<file path="src/rtl/bas_defs.vh">
// Functional notes
// - Single, undefined INCR, fixed 4/8/16 bursts
// - Incrementing beats add size in bytes
// - Wrap boundary is beats times size
// - Three-bit burst type encoding as listed
// - Never start incrementing burst across 1KB
// - Single may be SINGLE or one-beat INCR
// - Length counts beats, not bytes
// - Every beat address aligned to its size
// - IDLE transfers also carry aligned address
// - Insert BUSY between beats when data late
// - Undefined INCR may end after BUSY
// - Fixed bursts end on SEQ, never BUSY
// - No BUSY directly after a SINGLE
// - After ERROR, abandon or continue burst
// - Abandoned beats need not be reissued
// - Transfer type: IDLE/BUSY/NONSEQ/SEQ encoding
// - Size field 8<<n bits, within bus width
// - Size held constant across a burst
`ifndef BAS_DEFS_VH
`define BAS_DEFS_VH

`define BAS_TRANS_IDLE   2'h0
`define BAS_TRANS_BUSY   2'h1
`define BAS_TRANS_NONSEQ 2'h2
`define BAS_TRANS_SEQ    2'h3

`define BAS_BURST_SINGLE 3'h0
`define BAS_BURST_INCR   3'h1
`define BAS_BURST_WRAP4  3'h2
`define BAS_BURST_INCR4  3'h3
`define BAS_BURST_WRAP8  3'h4
`define BAS_BURST_INCR8  3'h5
`define BAS_BURST_WRAP16 3'h6
`define BAS_BURST_INCR16 3'h7

`define BAS_SIZE_BYTE    3'h0
`define BAS_SIZE_WORD    3'h2
`define BAS_KB_BITS      10

`define BAS_ADDR_RESET   32'h00000000
`define BAS_DATA_RESET   32'h00000000
`define BAS_FIFO_WIDTH   32
`define BAS_FIFO_DEPTH   4
`define BAS_FIFO_AW      2

`endif

</file>
<file path="src/rtl/bas_fifo.v">
`timescale 1ns/1ps
module bas_fifo #(
  parameter WIDTH = 32,
  parameter DEPTH = 4,
  parameter AW    = 2
) (
  input  wire             clock_in,
  input  wire             reset_n_in,
  input  wire             flush_in,
  input  wire             in_valid_in,
  output wire             in_ready_out,
  input  wire [WIDTH-1:0] in_data_in,
  output wire             out_valid_out,
  input  wire             out_ready_in,
  output wire [WIDTH-1:0] out_data_out
);
  reg [WIDTH-1:0] mem_reg [0:DEPTH-1];
  reg [AW-1:0]    wr_ptr_reg;
  reg [AW-1:0]    rd_ptr_reg;
  reg [AW:0]      count_reg;
  wire            push;
  wire            pop;

  assign in_ready_out  = (count_reg != DEPTH[AW:0]);
  assign out_valid_out = (count_reg != {(AW+1){1'b0}});
  assign out_data_out  = mem_reg[rd_ptr_reg];
  assign push          = in_valid_in & in_ready_out & ~flush_in;
  assign pop           = out_valid_out & out_ready_in & ~flush_in;

  always @(posedge clock_in) begin
    if (push) begin
      mem_reg[wr_ptr_reg] <= in_data_in;
    end
  end

  always @(posedge clock_in or negedge reset_n_in) begin
    if (!reset_n_in) begin
      wr_ptr_reg <= {AW{1'b0}};
      rd_ptr_reg <= {AW{1'b0}};
      count_reg  <= {(AW+1){1'b0}};
    end else if (flush_in) begin
      wr_ptr_reg <= {AW{1'b0}};
      rd_ptr_reg <= {AW{1'b0}};
      count_reg  <= {(AW+1){1'b0}};
    end else begin
      if (push) begin
        wr_ptr_reg <= (wr_ptr_reg == DEPTH[AW-1:0] - 1'b1) ? {AW{1'b0}} : wr_ptr_reg + 1'b1;
      end
      if (pop) begin
        rd_ptr_reg <= (rd_ptr_reg == DEPTH[AW-1:0] - 1'b1) ? {AW{1'b0}} : rd_ptr_reg + 1'b1;
      end
      count_reg <= count_reg + {{AW{1'b0}}, push} - {{AW{1'b0}}, pop};
    end
  end
endmodule

</file>
<file path="src/rtl/bas_sequencer.v">
`timescale 1ns/1ps
`include "bas_defs.vh"
module bas_sequencer (
  input  wire        clock_in,
  input  wire        reset_n_in,
  input  wire        cmd_valid_in,
  output wire        cmd_ready_out,
  input  wire [31:0] cmd_addr_in,
  input  wire [2:0]  cmd_burst_in,
  input  wire [2:0]  cmd_size_in,
  input  wire        cmd_write_in,
  input  wire [7:0]  cmd_len_in,
  input  wire        wdata_valid_in,
  output wire        wdata_ready_out,
  input  wire [31:0] wdata_in,
  output wire [31:0] rdata_out,
  output wire        rdata_valid_out,
  output wire        error_out,
  output wire        busy_out,
  output wire [31:0] haddr_out,
  output wire [1:0]  htrans_out,
  output wire [2:0]  hburst_out,
  output wire [2:0]  hsize_out,
  output wire        hwrite_out,
  output wire [31:0] hwdata_out,
  input  wire        hready_in,
  input  wire        hresp_in,
  input  wire [31:0] hrdata_in
);
  reg  [31:0] addr_reg,   addr_next;
  reg  [1:0]  trans_reg,  trans_next;
  reg  [2:0]  burst_reg,  burst_next;
  reg  [2:0]  size_reg,   size_next;
  reg         write_reg,  write_next;
  reg  [7:0]  beats_reg,  beats_next;
  reg         active_reg, active_next;
  reg         first_reg,  first_next;
  reg  [31:0] stage_reg,  stage_next;
  reg  [31:0] hwdata_reg, hwdata_next;
  reg         dvalid_reg, dvalid_next;
  reg         dwrite_reg, dwrite_next;
  reg  [31:0] rdata_reg,  rdata_next;
  reg         rvalid_reg, rvalid_next;
  reg         err_reg,    err_next;
  reg         fifo_pop;
  reg         fifo_flush;
  reg         take;
  reg  [7:0]  left;
  reg  [31:0] adv;
  reg  [2:0]  ld_size;
  reg  [7:0]  ld_beats;
  reg  [31:0] ld_addr;
  reg  [31:0] ld_end;
  wire        fifo_valid;
  wire [31:0] fifo_data;

  // Beats of a burst type; undefined INCR takes the requested length, zero meaning one
  function [7:0] f_beats;
    input [2:0] burst;
    input [7:0] len;
    begin
      case (burst)
        `BAS_BURST_SINGLE: f_beats = 8'h01;
        `BAS_BURST_INCR:   f_beats = (len == 8'h00) ? 8'h01 : len;
        `BAS_BURST_WRAP4,
        `BAS_BURST_INCR4:  f_beats = 8'h04;
        `BAS_BURST_WRAP8,
        `BAS_BURST_INCR8:  f_beats = 8'h08;
        default:           f_beats = 8'h10;
      endcase
    end
  endfunction

  function [31:0] f_size_mask;
    input [2:0] size;
    begin
      f_size_mask = (32'h00000001 << size) - 32'h00000001;
    end
  endfunction

  // Address of the following beat
  function [31:0] f_next;
    input [31:0] addr;
    input [2:0]  size;
    input [2:0]  burst;
    reg   [31:0] incr;
    reg   [31:0] mask;
    begin
      incr = addr + (32'h00000001 << size);
      mask = ({24'h000000, f_beats(burst, 8'h01)} << size) - 32'h00000001;
      if (burst[0] == 1'b0 && burst != `BAS_BURST_SINGLE) begin
        f_next = (addr & ~mask) | (incr & mask);
      end else begin
        f_next = incr;
      end
    end
  endfunction

  bas_fifo #(
    .WIDTH (`BAS_FIFO_WIDTH),
    .DEPTH (`BAS_FIFO_DEPTH),
    .AW    (`BAS_FIFO_AW)
  ) u_fifo (
    .clock_in      (clock_in),
    .reset_n_in    (reset_n_in),
    .flush_in      (fifo_flush),
    .in_valid_in   (wdata_valid_in),
    .in_ready_out  (wdata_ready_out),
    .in_data_in    (wdata_in),
    .out_valid_out (fifo_valid),
    .out_ready_in  (fifo_pop),
    .out_data_out  (fifo_data)
  );

  assign cmd_ready_out   = ~active_reg & hready_in;
  assign busy_out        = active_reg;
  assign haddr_out       = addr_reg;
  assign htrans_out      = trans_reg;
  assign hburst_out      = burst_reg;
  assign hsize_out       = size_reg;
  assign hwrite_out      = write_reg;
  assign hwdata_out      = hwdata_reg;
  assign rdata_out       = rdata_reg;
  assign rdata_valid_out = rvalid_reg;
  assign error_out       = err_reg;

  always @* begin
    addr_next   = addr_reg;
    trans_next  = trans_reg;
    burst_next  = burst_reg;
    size_next   = size_reg;
    write_next  = write_reg;
    beats_next  = beats_reg;
    active_next = active_reg;
    first_next  = first_reg;
    stage_next  = stage_reg;
    hwdata_next = hwdata_reg;
    dvalid_next = dvalid_reg;
    dwrite_next = dwrite_reg;
    rdata_next  = rdata_reg;
    rvalid_next = 1'b0;
    err_next    = 1'b0;
    fifo_pop    = 1'b0;
    fifo_flush  = 1'b0;
    take        = hready_in & trans_reg[1];
    left        = beats_reg - {7'h00, take};
    adv         = take ? f_next(addr_reg, size_reg, burst_reg) : addr_reg;
    ld_size     = (cmd_size_in > `BAS_SIZE_WORD) ? `BAS_SIZE_WORD : cmd_size_in;
    ld_beats    = f_beats(cmd_burst_in, cmd_len_in);
    ld_addr     = cmd_addr_in & ~f_size_mask(ld_size);
    ld_end      = ld_addr + ({24'h000000, ld_beats} << ld_size) - 32'h00000001;
    if (dvalid_reg & hresp_in & ~hready_in) begin
      // First error cycle: drop the rest of the burst, queued write data too
      trans_next  = `BAS_TRANS_IDLE;
      active_next = 1'b0;
      beats_next  = 8'h00;
      fifo_flush  = 1'b1;
      err_next    = 1'b1;
    end else if (hready_in) begin
      beats_next  = left;
      addr_next   = adv;
      dvalid_next = take;
      dwrite_next = write_reg;
      first_next  = first_reg & ~take;
      if (take & write_reg) begin
        hwdata_next = stage_reg;
      end
      if (dvalid_reg & ~dwrite_reg & ~hresp_in) begin
        rdata_next  = hrdata_in;
        rvalid_next = 1'b1;
      end
      if (active_reg && left != 8'h00) begin
        if (~write_reg | fifo_valid) begin
          fifo_pop   = write_reg;
          stage_next = fifo_data;
          if (first_next) begin
            trans_next = `BAS_TRANS_NONSEQ;
          end else if (burst_reg[0] && adv[`BAS_KB_BITS-1:0] == 10'h000) begin
            // Reaching a 1KB line restarts as an undefined burst
            trans_next = `BAS_TRANS_NONSEQ;
            burst_next = `BAS_BURST_INCR;
          end else begin
            trans_next = `BAS_TRANS_SEQ;
          end
        end else begin
          // Before the first beat there is no burst yet, so BUSY is not allowed
          trans_next = first_next ? `BAS_TRANS_IDLE : `BAS_TRANS_BUSY;
        end
      end else if (active_reg) begin
        // Counted burst is over: the last beat was SEQ or NONSEQ
        trans_next  = `BAS_TRANS_IDLE;
        active_next = 1'b0;
        addr_next   = addr_reg & ~f_size_mask(size_reg);
      end else if (cmd_valid_in) begin
        addr_next   = ld_addr;
        trans_next  = `BAS_TRANS_IDLE;
        size_next   = ld_size;
        write_next  = cmd_write_in;
        beats_next  = ld_beats;
        active_next = 1'b1;
        first_next  = 1'b1;
        burst_next  = cmd_burst_in;
        if (cmd_burst_in[0] && ld_addr[31:`BAS_KB_BITS] != ld_end[31:`BAS_KB_BITS]) begin
          burst_next = `BAS_BURST_INCR;
        end
      end
    end
  end

  always @(posedge clock_in or negedge reset_n_in) begin
    if (!reset_n_in) begin
      addr_reg   <= `BAS_ADDR_RESET;
      trans_reg  <= `BAS_TRANS_IDLE;
      burst_reg  <= `BAS_BURST_SINGLE;
      size_reg   <= `BAS_SIZE_WORD;
      write_reg  <= 1'b0;
      beats_reg  <= 8'h00;
      active_reg <= 1'b0;
      first_reg  <= 1'b0;
      stage_reg  <= `BAS_DATA_RESET;
      hwdata_reg <= `BAS_DATA_RESET;
      dvalid_reg <= 1'b0;
      dwrite_reg <= 1'b0;
      rdata_reg  <= `BAS_DATA_RESET;
      rvalid_reg <= 1'b0;
      err_reg    <= 1'b0;
    end else begin
      addr_reg   <= addr_next;
      trans_reg  <= trans_next;
      burst_reg  <= burst_next;
      size_reg   <= size_next;
      write_reg  <= write_next;
      beats_reg  <= beats_next;
      active_reg <= active_next;
      first_reg  <= first_next;
      stage_reg  <= stage_next;
      hwdata_reg <= hwdata_next;
      dvalid_reg <= dvalid_next;
      dwrite_reg <= dwrite_next;
      rdata_reg  <= rdata_next;
      rvalid_reg <= rvalid_next;
      err_reg    <= err_next;
    end
  end
endmodule

</file>
<file path="config.mk">
export PLATFORM = sky130hd
export DESIGN_NAME = bas_sequencer
export DESIGN_NICKNAME = d
export VERILOG_FILES = /design/src/rtl/bas_fifo.v /design/src/rtl/bas_sequencer.v
export VERILOG_INCLUDE_DIRS = /design/src /design/src/rtl
export SDC_FILE = /design/constraint.sdc
export NUM_CORES = 1
export LEC_CHECK = 0
export BUFFER_PORTS_ARGS = -buffer_cell sky130_fd_sc_hd__buf_2
export CAP_MARGIN = 20
export CORE_MARGIN = 5
export CORE_UTILIZATION = 45
export CTS_CLUSTER_SIZE = 25
export DETAILED_ROUTE_END_ITERATION = 16
export PLACE_DENSITY = 0.67
export SLEW_MARGIN = 20
export SYNTH_ARGS = -nofsm -noshare
export SYNTH_HDL_FRONTEND = slang
export SYNTH_HIERARCHICAL = 1
export SYNTH_SLANG_ARGS = --single-unit
</file>
<file path="constraint.sdc">
create_clock -name clock_in -period 5.42 [get_ports clock_in]
set_input_delay 0.813 -clock clock_in [delete_from_list [all_inputs] [get_ports clock_in]]
set_output_delay 0.813 -clock clock_in [all_outputs]
set_load 0.01 [all_outputs]
</file>
==> metrics, run 1 <==
status complete, no violations; clk_lat worst skew 0.56 ns; Longest Clk Path Bufs 3; global-route usage over all layers 0.235; worst setup slack after layout 0.793 ns; CTS Hold Bufs 0; area delta synth->final 16.2%; Max IR drop VDD 0.000392 V; Remaining DRCs 0; Post-CTS Resized 0; FF-to-FF path depth 16; number of flops mapped to enable cells by yosys 128; Worst-Margin Slew 0.800 ns; I/O pins 227; wire per inst 22.2 µm; register area share after synthesis 0.493; vias in the first global route 12369; Reg area 7800 µm²; Diodes inserted 0; Post-Synth XOR/XNOR Area 0.0205; Tightest Hold Check Type in2async; routed vias 12692; PD cells 485 nW/µm²; crit-path max cell delay 0.60 ns; LEAKAGE 0.00772 µW; Peak Freq 0.216 GHz; WP data arrival 5.09 ns; CTS H-tree lvls 1; CP cell instances buf_4, nor2_1, nand2_1, inv_1, ha_1, inv_1, fa_1, nor2b_1, o31ai_1, a2111oi_0, o21ai_0, xnor2_1, nor4_1, nand4_1, a31o_2, a21o_1; Final setup viols 0; Hold Fails Final Rpt 0; min Tclk post-route 4.63 ns; Mapped Area 15800 µm²; Synth top cells by count dfrtp_1, edfxtp_1, nand2_1, mux2_2; Most Frequent Cell on Critical Path inv_1; port bufs 226; Slew HR 0.466; # rows 68; Main synth FF type dfrtp_1; nets@finish 1822; post-CTS setup buffer count 0; most frequent cell after synthesis dfrtp_1; RSZ-0062 raised after global routing no; Adder-Cell Fraction of Synth Area 0.0538; Tcrit/Tclk final 0.854; post-synthesis simple-gate area fraction 0.126; setup TNS 0 ns; Max-Cap Viols 0; crit start category flop; share of layout cells above drive strength 1 0.267; largest net degree at the start of global routing 57; largest family of logic cells by synthesized area compound AO/OA/AOI/OAI gates; root buf cell clkbuf_16; Synth top area share 0.248; synth top area cells dfrtp_1, edfxtp_1, mux2_2, ha_1, mux4_2; pre-CTS worst setup slack 0.419 ns; YS warnings 6; first-pass GRT wire length 72500 µm; initial drt markers 979; Max Slew Vio Count 0; die height 197 µm; CP Data Required Time 5.88 ns; Filler cells 3082; core area 34600 µm²; mux share of post-synthesis cell area 0.126; WS Path Type reg2reg; Synth Area per Inst 11.2 µm²; Worst Skew 0.0271 ns; gpl congestion 1.00; die area 39000 µm²; post-synthesis compound-gate area fraction 0.143; max reg flops 128; CTS tree built; initial antenna violation count 6; HPWL after detailed placement 35200 µm; mean number of vias per cell 6.00; CTS buffer count 29; CP Capture Type flop; clk slew on worst S/H paths 0.07 ns; width of the die 197 µm; post-route ant nets 0; CP Max Fanout 24; Multi-input gate area 7440 µm²; Post-Route WL 47000 µm; CP max-delay cell a2111oi_0; Worst R2R Setup Slack 0.79 ns; Synth Instances 1412; global route overflow 0; leading area contributor after synthesis dfrtp_1; Yosys cell types 88; Yosys reg bits 286; CTS Sinks 286; FFs w/ async S/R, synth 0.552; initial core utilization 0.457; DRT Pass-1 Iters 5
## critical path: cells and delay by family (launching register included)
kind	cells	cell delay [ns]
adders and majority gates	2	0.62
xor gates and xnor gates	1	0.19
and+or+nand+nor	5	1.42
DFF	1	0.37
buffers and inverters	3	0.42
AOI/OAI and AO/OA	5	1.48
## cells in the final DEF, fill, tap and decap left out, drive strengths merged, types with 14 or more instances in the layout
master	synthesis	layout
and2	16	16
nand3	29	29
buf	25	257
nor2	77	77
clkbuf	41	41
and3	14	14
nor4	16	16
xor2	22	22
mux2	102	102
a21oi	82	82
o21ai	84	84
nor3	22	22
dfrtp	157	157
nand2	111	111
ha	64	64
a31oi	14	14
xnor2	15	15
inv	81	83
nand4	25	25
edfxtp	128	128
mux4	32	32
## area by class of cell
| cell class | instances | area share |
|---|---|---|
| tap | 455 | 0.0310 |
| inverter | 81 | 0.0165 |
| sequential | 286 | 0.424 |
| multi-input combinational | 984 | 0.405 |
| clock inverter | 13 | 0.00599 |
| clock buffer | 41 | 0.0425 |
| timing repair buffer | 257 | 0.0746 |
## layer usage
metal / GRT usage / wire length, µm / vias to the layer above
met3: 0.0590 / 4090 / 105
met4: 0.0614 / 1250 / 12
met5: 0 / 92 / -
li1: - / - / 5784
met2: 0.390 / 22500 / 526
met1: 0.311 / 19100 / 6265
## power breakdown
| part | switching [µW] | internal, µW |
|---|---|---|
| clock network | 817 | 1060 |
| logic | 1920 | 1530 |
| registers | 568 | 3020 |
| total | 3300 | 5610 |
## logic make-up (layout without fill, tap and decap cells)
group | after synthesis | in the layout
simple gates | 386 | 386
buf+inv | 147 | 392
xor+xnor | 37 | 37
mux | 146 | 146
flops | 286 | 286
other cells | 2 | 7
compound gates | 341 | 341
fa+ha+maj | 67 | 67
## per-stage QoR
step | cell area [µm²] | cells | util | hold WS [ns] | total power (µW)
detailed placement | 17500 | 2063 | 0.505 | 0.455 | 7060
global placement | 17500 | 2063 | 0.505 | 0.447 | 6990
finish | 18400 | 2117 | 0.531 | 0.217 | 8910
CTS | 18400 | 2117 | 0.531 | 0.221 | 8970
floorplan | 15800 | 1417 | - | 0.434 | 5740
global route | 18400 | 2117 | 0.531 | 0.230 | 9470
## worst paths after layout
kind                                           from                        end
setup / recovery           hsize_out[2]$_DFFE_PN0P_  hburst_out[2]$_DFFE_PN0P_
min in group clock_in                  cmd_write_in     hwrite_out$_DFFE_PN0P_
hold reg to reg               first_reg$_DFFE_PN0P_      first_reg$_DFFE_PN0P_
setup reg to reg           hsize_out[2]$_DFFE_PN0P_  hburst_out[2]$_DFFE_PN0P_
hold / removal                           reset_n_in  hwdata_out[6]$_DFFE_PN0P_
max in group asynchronous                reset_n_in   stage_reg[6]$_DFFE_PN0P_
No activity file was read; power rests on OpenSTA's default activity.
==> run 2: changes to the inputs <==
CELL_PAD_IN_SITES_DETAIL_PLACEMENT = 1   (was not set)
CELL_PAD_IN_SITES_GLOBAL_PLACEMENT = 2   (was not set)
CORE_UTILIZATION = 38   (was 45)
PLACE_DENSITY = 0.82   (was 0.67)
RECOVER_POWER = 25   (was not set)
==> run 2 against run 1 <==
Compared with the run above: the run now ends with capacitance limit, slew limit left; critical path depth rose by 3; global-route usage fell by 1.3 points; core utilization fell by 7.9 points; setup slack got worse by 0.079 ns; clock power rose by 12%.
==> metrics, run 2 (same netlist as run 1, synthesis figures left out) <==
min Tclk post-route 4.71 ns (was 4.63 ns); Buf+Inv Stages, Crit Path 3 (unchanged); post-CTS setup buffer count 0 (unchanged); CP Max Fanout 9 (was 24); die area 45800 µm² (was 39000 µm²); status finished, violations left (was complete, no violations); first-pass GRT wire length 81300 µm (was 72500 µm); clk slew on worst S/H paths 0.07 ns (about the same); CP Capture Type flop (unchanged); CTS H-tree lvls 1 (unchanged); initial core utilization 0.385 (was 0.457); met3 Use GR 0.0493 (was 0.0590); Peak Freq 0.213 GHz (was 0.216 GHz); core area 41000 µm² (was 34600 µm²); die height 214 µm (was 197 µm); Post-Route WL 52600 µm (was 47000 µm); global-route usage over all layers 0.222 (was 0.235); setup TNS 0 ns (unchanged); area delta synth->final 17.1% (was 16.2%); Max Slew Vio Count 92 (was 0); initial drt markers 627 (was 979); LEAKAGE 0.00766 µW (was 0.00772 µW); RSZ-0062 raised after global routing no (unchanged); crit-path max cell delay 0.50 ns (was 0.60 ns); Filler cells 4528 (was 3082); port bufs 226 (unchanged); WP data arrival 5.21 ns (was 5.09 ns); Reg area 7800 µm² (unchanged); I/O pins 227 (unchanged); CTS tree built (unchanged); DRT Pass-1 Iters 5 (unchanged); Slew HR -0.604 (was 0.466); violated checks capacitance limit, slew limit; # rows 74 (was 68); post-route ant nets 0 (unchanged); met1 usage 0.268 (was 0.311); CTS Hold Bufs 0 (unchanged); CP cell instances buf_2, nor2_1, and2_1, a22oi_1, mux2i_1, a21oi_1, ha_1, inv_1, ha_1, a2111oi_0, buf_4, and2_1, o21ai_1, nand4_1, nand2_1, o311a_1, nor4_1, and4_1, a21o_1 (was buf_4, nor2_1, nand2_1, inv_1, ha_1, inv_1, fa_1, nor2b_1, o31ai_1, a2111oi_0, o21ai_0, xnor2_1, nor4_1, nand4_1, a31o_2, a21o_1); CP max-delay cell a2111oi_0 (unchanged); Tightest Hold Check Type in2reg (was in2async); share of layout cells above drive strength 1 0.252 (was 0.267); HPWL after detailed placement 39100 µm (was 35200 µm); global route overflow 0 (unchanged); Diodes inserted 0 (unchanged); root buf cell clkbuf_16 (unchanged); mean number of vias per cell 5.75 (was 6.00); CP Data Required Time 5.93 ns (was 5.88 ns); Most Used Layer, Global Route met2 (unchanged); crit start category input pin (was flop); WS Path Type in2reg (was reg2reg); Longest Clk Path Bufs 3 (unchanged); initial antenna violation count 6 (unchanged); Max-Cap Viols 1 (was 0); max reg flops 128 (unchanged); placed cell areas 17600 µm² (was 17500 µm²); Max IR drop VDD 0.000334 V (was 0.000392 V); delay-heaviest family, CP simple AND/OR/NAND/NOR gates (was compound AO/OA/AOI/OAI gates); CTS buffer count 30 (was 29); PD cells 497 nW/µm² (was 485 nW/µm²); Hold Fails Final Rpt 0 (unchanged); routed vias 12611 (was 12692); largest net degree at the start of global routing 92 (was 57); gpl congestion 0.912 (was 1.00); CTS Sinks 286 (unchanged); Post-CTS Resized 0 (unchanged); most frequent cells in the layout buf_2, dfrtp_1, edfxtp_1 (unchanged); commonest non-fill, non-tap cell in the layout buf_2 (unchanged); width of the die 214 µm (was 197 µm); Tcrit/Tclk final 0.868 (was 0.854); wire per inst 24.0 µm (was 22.2 µm); cell area after layout 18500 µm² (was 18400 µm²); met2 Track Usage GR 0.400 (was 0.390); clk_lat worst skew 0.57 ns (was 0.56 ns); Worst-Margin Slew 2.41 ns (was 0.800 ns); vias in the first global route 13587 (was 12369); Final setup viols 0 (unchanged); Worst Skew 0.00944 ns (was 0.0271 ns); nets@finish 1821 (was 1822); Remaining DRCs 0 (unchanged); Multi-input gate area 7450 µm² (was 7440 µm²)
[run 2: power breakdown]
group	switching [µW]	internal, µW
Combinational	1990	1530
Clock	892	1200
Sequential	581	3020
Total	3460	5750
[run 2: path summary, 6_finish.rpt]
path	to	start	depth (start not counted)	slack, ns
max	hburst_out[1]$_DFFE_PN0P_	cmd_burst_in[2]	19	0.71
min	hwrite_out$_DFFE_PN0P_	cmd_write_in	3	0.46
max reg2reg	hburst_out[1]$_DFFE_PN0P_	hsize_out[1]$_DFFE_PN1P_	15	0.93
min reg2reg	first_reg$_DFFE_PN0P_	first_reg$_DFFE_PN0P_	2	0.47
max in group asynchronous	beats_reg[0]$_DFFE_PN0P_	reset_n_in	2	2.77
min in group asynchronous	rdata_out[7]$_DFFE_PN0P_	reset_n_in	1	0.97
[run 2: metrics by stage]
| step | util | setup slack [ns] | power [µW] | hold WS, ns | instances |
|---|---|---|---|---|---|
| after floorplan | - | 1.04 | 5740 | 0.434 | 1417 |
| after global placement | 0.428 | 0.338 | 7020 | 0.452 | 2138 |
| after detailed placement | 0.428 | 0.187 | 7160 | 0.457 | 2138 |
| after CTS | 0.453 | 0.787 | 9300 | 0.365 | 2194 |
| after global routing | 0.452 | 0.346 | 9770 | 0.453 | 2194 |
| final | 0.452 | 0.714 | 9210 | 0.458 | 2194 |
[run 2: worst reg2reg max path: stages (launching register included)]
cell,delay (ns)
dfstp_2,0.53
nor2_1,0.37
nand2_1,0.16
inv_1,0.16
ha_1,0.21
inv_1,0.08
fa_1,0.41
nor2b_1,0.21
o31ai_1,0.15
a2111oi_0,0.39
o21ai_0,0.20
xnor2_1,0.20
nor4_1,0.46
nand4_1,0.35
a31o_2,0.35
a21o_1,0.15
[run 2: final cells by class]
type / count / area share
Sequential cell: 286 / 0.421
Multi-Input combinational cell: 984 / 0.402
Timing Repair Buffer: 255 / 0.0707
Clock buffer: 38 / 0.0432
Tap cell: 532 / 0.0359
Inverter: 81 / 0.0164
Clock inverter: 18 / 0.0104
[run 2: layer usage]
layer | share of wire | up-vias
li1 | - | 5764
met1 | 0.40 | 6419
met2 | 0.51 | 311
met3 | 0.058 | 105
met4 | 0.030 | 12
met5 | 0.0015 | -
==> run 3: changes to the inputs <==
PLACE_DENSITY = 0.83   (was 0.82)
SYNTH_HIERARCHICAL = not set   (was 1)
==> run 3 against run 2 <==
Compared with the run above: the flow still finishes with violations (capacitance limit, slew limit); largest cell class unchanged; design area is essentially flat; highest routed layer unchanged; die area rose by 0.37%; final cell count up 1.7%; clock-buffer cell count grew 5.
==> metrics, run 3 <==
hold_sp hrdata_in[11] (was cmd_write_in); wire per inst 24.4 µm (was 24.0 µm); Reg-to-Reg Start hsize_out[1]$_DFFE_PN1P_ (unchanged); crit start category input pin (unchanged); Longest Clk Path Bufs 3 (unchanged); largest net degree at the start of global routing 87 (was 92); CTS tree built (unchanged); initial drt markers 913 (was 627); YS warnings 0 (was 6); Reg area 7800 µm² (about the same); clk_lat worst skew 0.60 ns (was 0.57 ns); worst hold endpoint rdata_out[11]$_DFFE_PN0P_ (was hwrite_out$_DFFE_PN0P_); Post-Synth XOR/XNOR Area 0.0182 (was 0.0205); global route overflow 0 (unchanged); die area 46000 µm² (was 45800 µm²); synth top area cells dfrtp_1, edfxtp_1, mux2_2, ha_1, mux4_2 (unchanged); root buf cell clkbuf_16 (unchanged); global-route usage over all layers 0.230 (was 0.222); routed vias 12846 (was 12611); CTS Hold Bufs 0 (unchanged); Yosys cell types 86 (was 88); vias in the first global route 13625 (was 13587); I/O pins 227 (unchanged); Yosys reg bits 286 (unchanged); CP Capture Type flop (unchanged); Hold Fails Final Rpt 0 (unchanged); CTS H-tree lvls 1 (unchanged); CP Data Required Time 5.90 ns (was 5.93 ns); LEAKAGE 0.00766 µW (about the same); Hold Path Stages 2 (was 3); WP data arrival 4.98 ns (was 5.21 ns); violated checks capacitance limit, slew limit (unchanged); Worst R2R Setup Slack 1.22 ns (was 0.93 ns); most frequent cells in the layout buf_2, dfrtp_1, edfxtp_1 (unchanged); initial core utilization 0.386 (was 0.385); number of flops mapped to enable cells by yosys 128 (unchanged); setup TNS 0 ns (unchanged); Max-Cap Viols 1 (unchanged); post-synthesis compound-gate area fraction 0.150 (was 0.143); DRT Pass-1 Iters 5 (unchanged); core area 41100 µm² (was 41000 µm²); largest family of logic cells by synthesized area compound AO/OA/AOI/OAI gates (unchanged); mean number of vias per cell 5.76 (was 5.75); RSZ-0062 raised after global routing no (unchanged); gpl congestion 0.902 (was 0.912); routed wl met3 2920 µm (was 3030 µm); nets@finish 1854 (was 1821); crit-path max cell delay 0.54 ns (was 0.50 ns); FFs w/ async S/R, synth 0.552 (unchanged); Max IR drop VDD 0.000352 V (was 0.000334 V); Remaining DRCs 0 (unchanged); Hold Slack 0.465 ns (was 0.458 ns); Worst-Margin Slew 2.53 ns (was 2.41 ns); clk slew on worst S/H paths 0.07 ns (about the same); Post-Route WL 54500 µm (was 52600 µm); Mapped Area 15900 µm² (was 15800 µm²); max layer used met5 (unchanged); PD cells 507 nW/µm² (was 497 nW/µm²); CP max-delay cell o41a_2 (was a2111oi_0); # rows 74 (unchanged); Slew HR -0.684 (was -0.604); Main synth FF type dfrtp_1 (unchanged); Synth top cells by count dfrtp_1, edfxtp_1, nand2_1, mux2_2 (unchanged); Tightest Hold Check Type in2reg (unchanged); wl on met1 23100 µm (was 21100 µm); status finished, violations left (unchanged); post-route ant nets 0 (unchanged); Multi-input gate area 7460 µm² (was 7450 µm²); CTS Sinks 286 (unchanged); Peak Freq 0.222 GHz (was 0.213 GHz); Synth top area share 0.248 (about the same); Filler cells 4585 (was 4528); min Tclk post-route 4.50 ns (was 4.71 ns); CTS buffer count 30 (unchanged); width of the die 214 µm (about the same); FF-to-FF End haddr_out[24]$_DFFE_PN0P_ (was hburst_out[1]$_DFFE_PN0P_); met2 routed wirelength 26800 µm (was 26900 µm); initial antenna violation count 7 (was 6); Synth Area per Inst 10.9 µm² (was 11.2 µm²); commonest non-fill, non-tap cell in the layout buf_2 (unchanged); port bufs 226 (unchanged); Adder-Cell Fraction of Synth Area 0.0522 (was 0.0538); CP Max Fanout 9 (unchanged); Worst Skew 0.0478 ns (was 0.00944 ns); most frequent cell after synthesis dfrtp_1 (unchanged); Post-CTS Resized 0 (unchanged); Synth Instances 1455 (was 1412); post-synthesis simple-gate area fraction 0.124 (was 0.126); WS Path Type in2reg (unchanged); max reg flops 128 (unchanged); post-CTS setup buffer count 0 (unchanged); Tcrit/Tclk final 0.830 (was 0.868); HPWL after detailed placement 40000 µm (was 39100 µm); mux share of post-synthesis cell area 0.124 (was 0.126); share of layout cells above drive strength 1 0.250 (was 0.252); Final setup viols 0 (unchanged); CP cell instances buf_2, inv_1, nor3_1, buf_4, nand3_1, o311ai_0, o21ai_0, ha_1, inv_1, ha_1, nor2b_1, o211a_1, a21boi_1, o41a_2, a2111oi_2, nor3_1, nor4_1, a41oi_1, o21ai_1 (was buf_2, nor2_1, and2_1, a22oi_1, mux2i_1, a21oi_1, ha_1, inv_1, ha_1, a2111oi_0, buf_4, and2_1, o21ai_1, nand4_1, nand2_1, o311a_1, nor4_1, and4_1, a21o_1); die height 214 µm (about the same); first-pass GRT wire length 84000 µm (was 81300 µm); leading area contributor after synthesis dfrtp_1 (unchanged); area delta synth->final 16.8% (was 17.1%); FF-to-FF path depth 14 (was 15); Max Slew Vio Count 87 (was 92); register area share after synthesis 0.491 (was 0.493)
-- run 3: cell types whose count changed in the layout (fill, tap and decap cells not counted), sizes merged, moves of 10 or more --
cell    previous run  this run
o221ai            12         2
o21ai             84       103
nor3              22        35
o22ai              9        21
nand2            111       121
inv               83        95
o211ai            11        21
-- run 3: cell type report --
| cell class | count | area share |
|---|---|---|
| sequential | 286 | 0.421 |
| multi-input combinational | 1009 | 0.403 |
| timing repair buffer | 250 | 0.0686 |
| clock buffer | 43 | 0.0453 |
| tap | 532 | 0.0359 |
| inverter | 95 | 0.0192 |
| clock inverter | 12 | 0.00682 |
| antenna | 4 | 0.000540 |
-- run 3: per-layer routing --
metal | vias up | track usage
met4 | 6 | 0.0655
li1 | 5871 | -
met5 | - | 0
met1 | 6554 | 0.299
met3 | 86 | 0.0466
met2 | 329 | 0.392
-- run 3: worst max-delay path: cells and delay by family --
kind | cells | cell delay (ns)
compound gates | 8 | 2.03
fa+ha+maj | 2 | 0.54
buf+inv | 4 | 0.47
simple gates | 5 | 1.12
-- run 3: worst max-delay path by stage --
stage / from / to / slack (ns)
floorplan: cmd_burst_in[1] / hburst_out[1]$_DFFE_PN0P_ / 0.81
CTS: cmd_burst_in[0] / hburst_out[1]$_DFFE_PN0P_ / 1.05
global route: cmd_burst_in[0] / hburst_out[1]$_DFFE_PN0P_ / 0.67
finish: cmd_burst_in[0] / hburst_out[1]$_DFFE_PN0P_ / 0.92
global placement: cmd_burst_in[0] / hburst_out[1]$_DFFE_PN0P_ / 0.63
detailed placement: cmd_burst_in[0] / hburst_out[1]$_DFFE_PN0P_ / 0.46
-- run 3: through the flow --
stage,instances,setup WS (ns),area (µm²),utilization,power (µW)
6_report,2231,0.921,18500,0.451,9400
4_1_cts,2227,1.05,18600,0.452,9500
3_5_place_dp,2172,0.462,17600,0.428,7420
5_1_grt,2230,0.670,18500,0.451,10000
3_3_place_gp,2172,0.635,17600,0.428,7230
2_1_floorplan,1460,0.806,15900,-,5840
-- run 3: kinds of logic after synthesis --
logic type | after synthesis
simple gates | 391
compound gates | 369
flops | 286
buf+inv | 165
mux | 144
fa+ha+maj | 65
xor+xnor | 33
other cells | 2
-- run 3: power breakdown --
part	internal [µW]	switching, µW	total, µW	leakage, µW
registers	3030	653	3690	0.00310
logic	1570	2130	3700	0.00411
clock network	1130	888	2020	0.000463
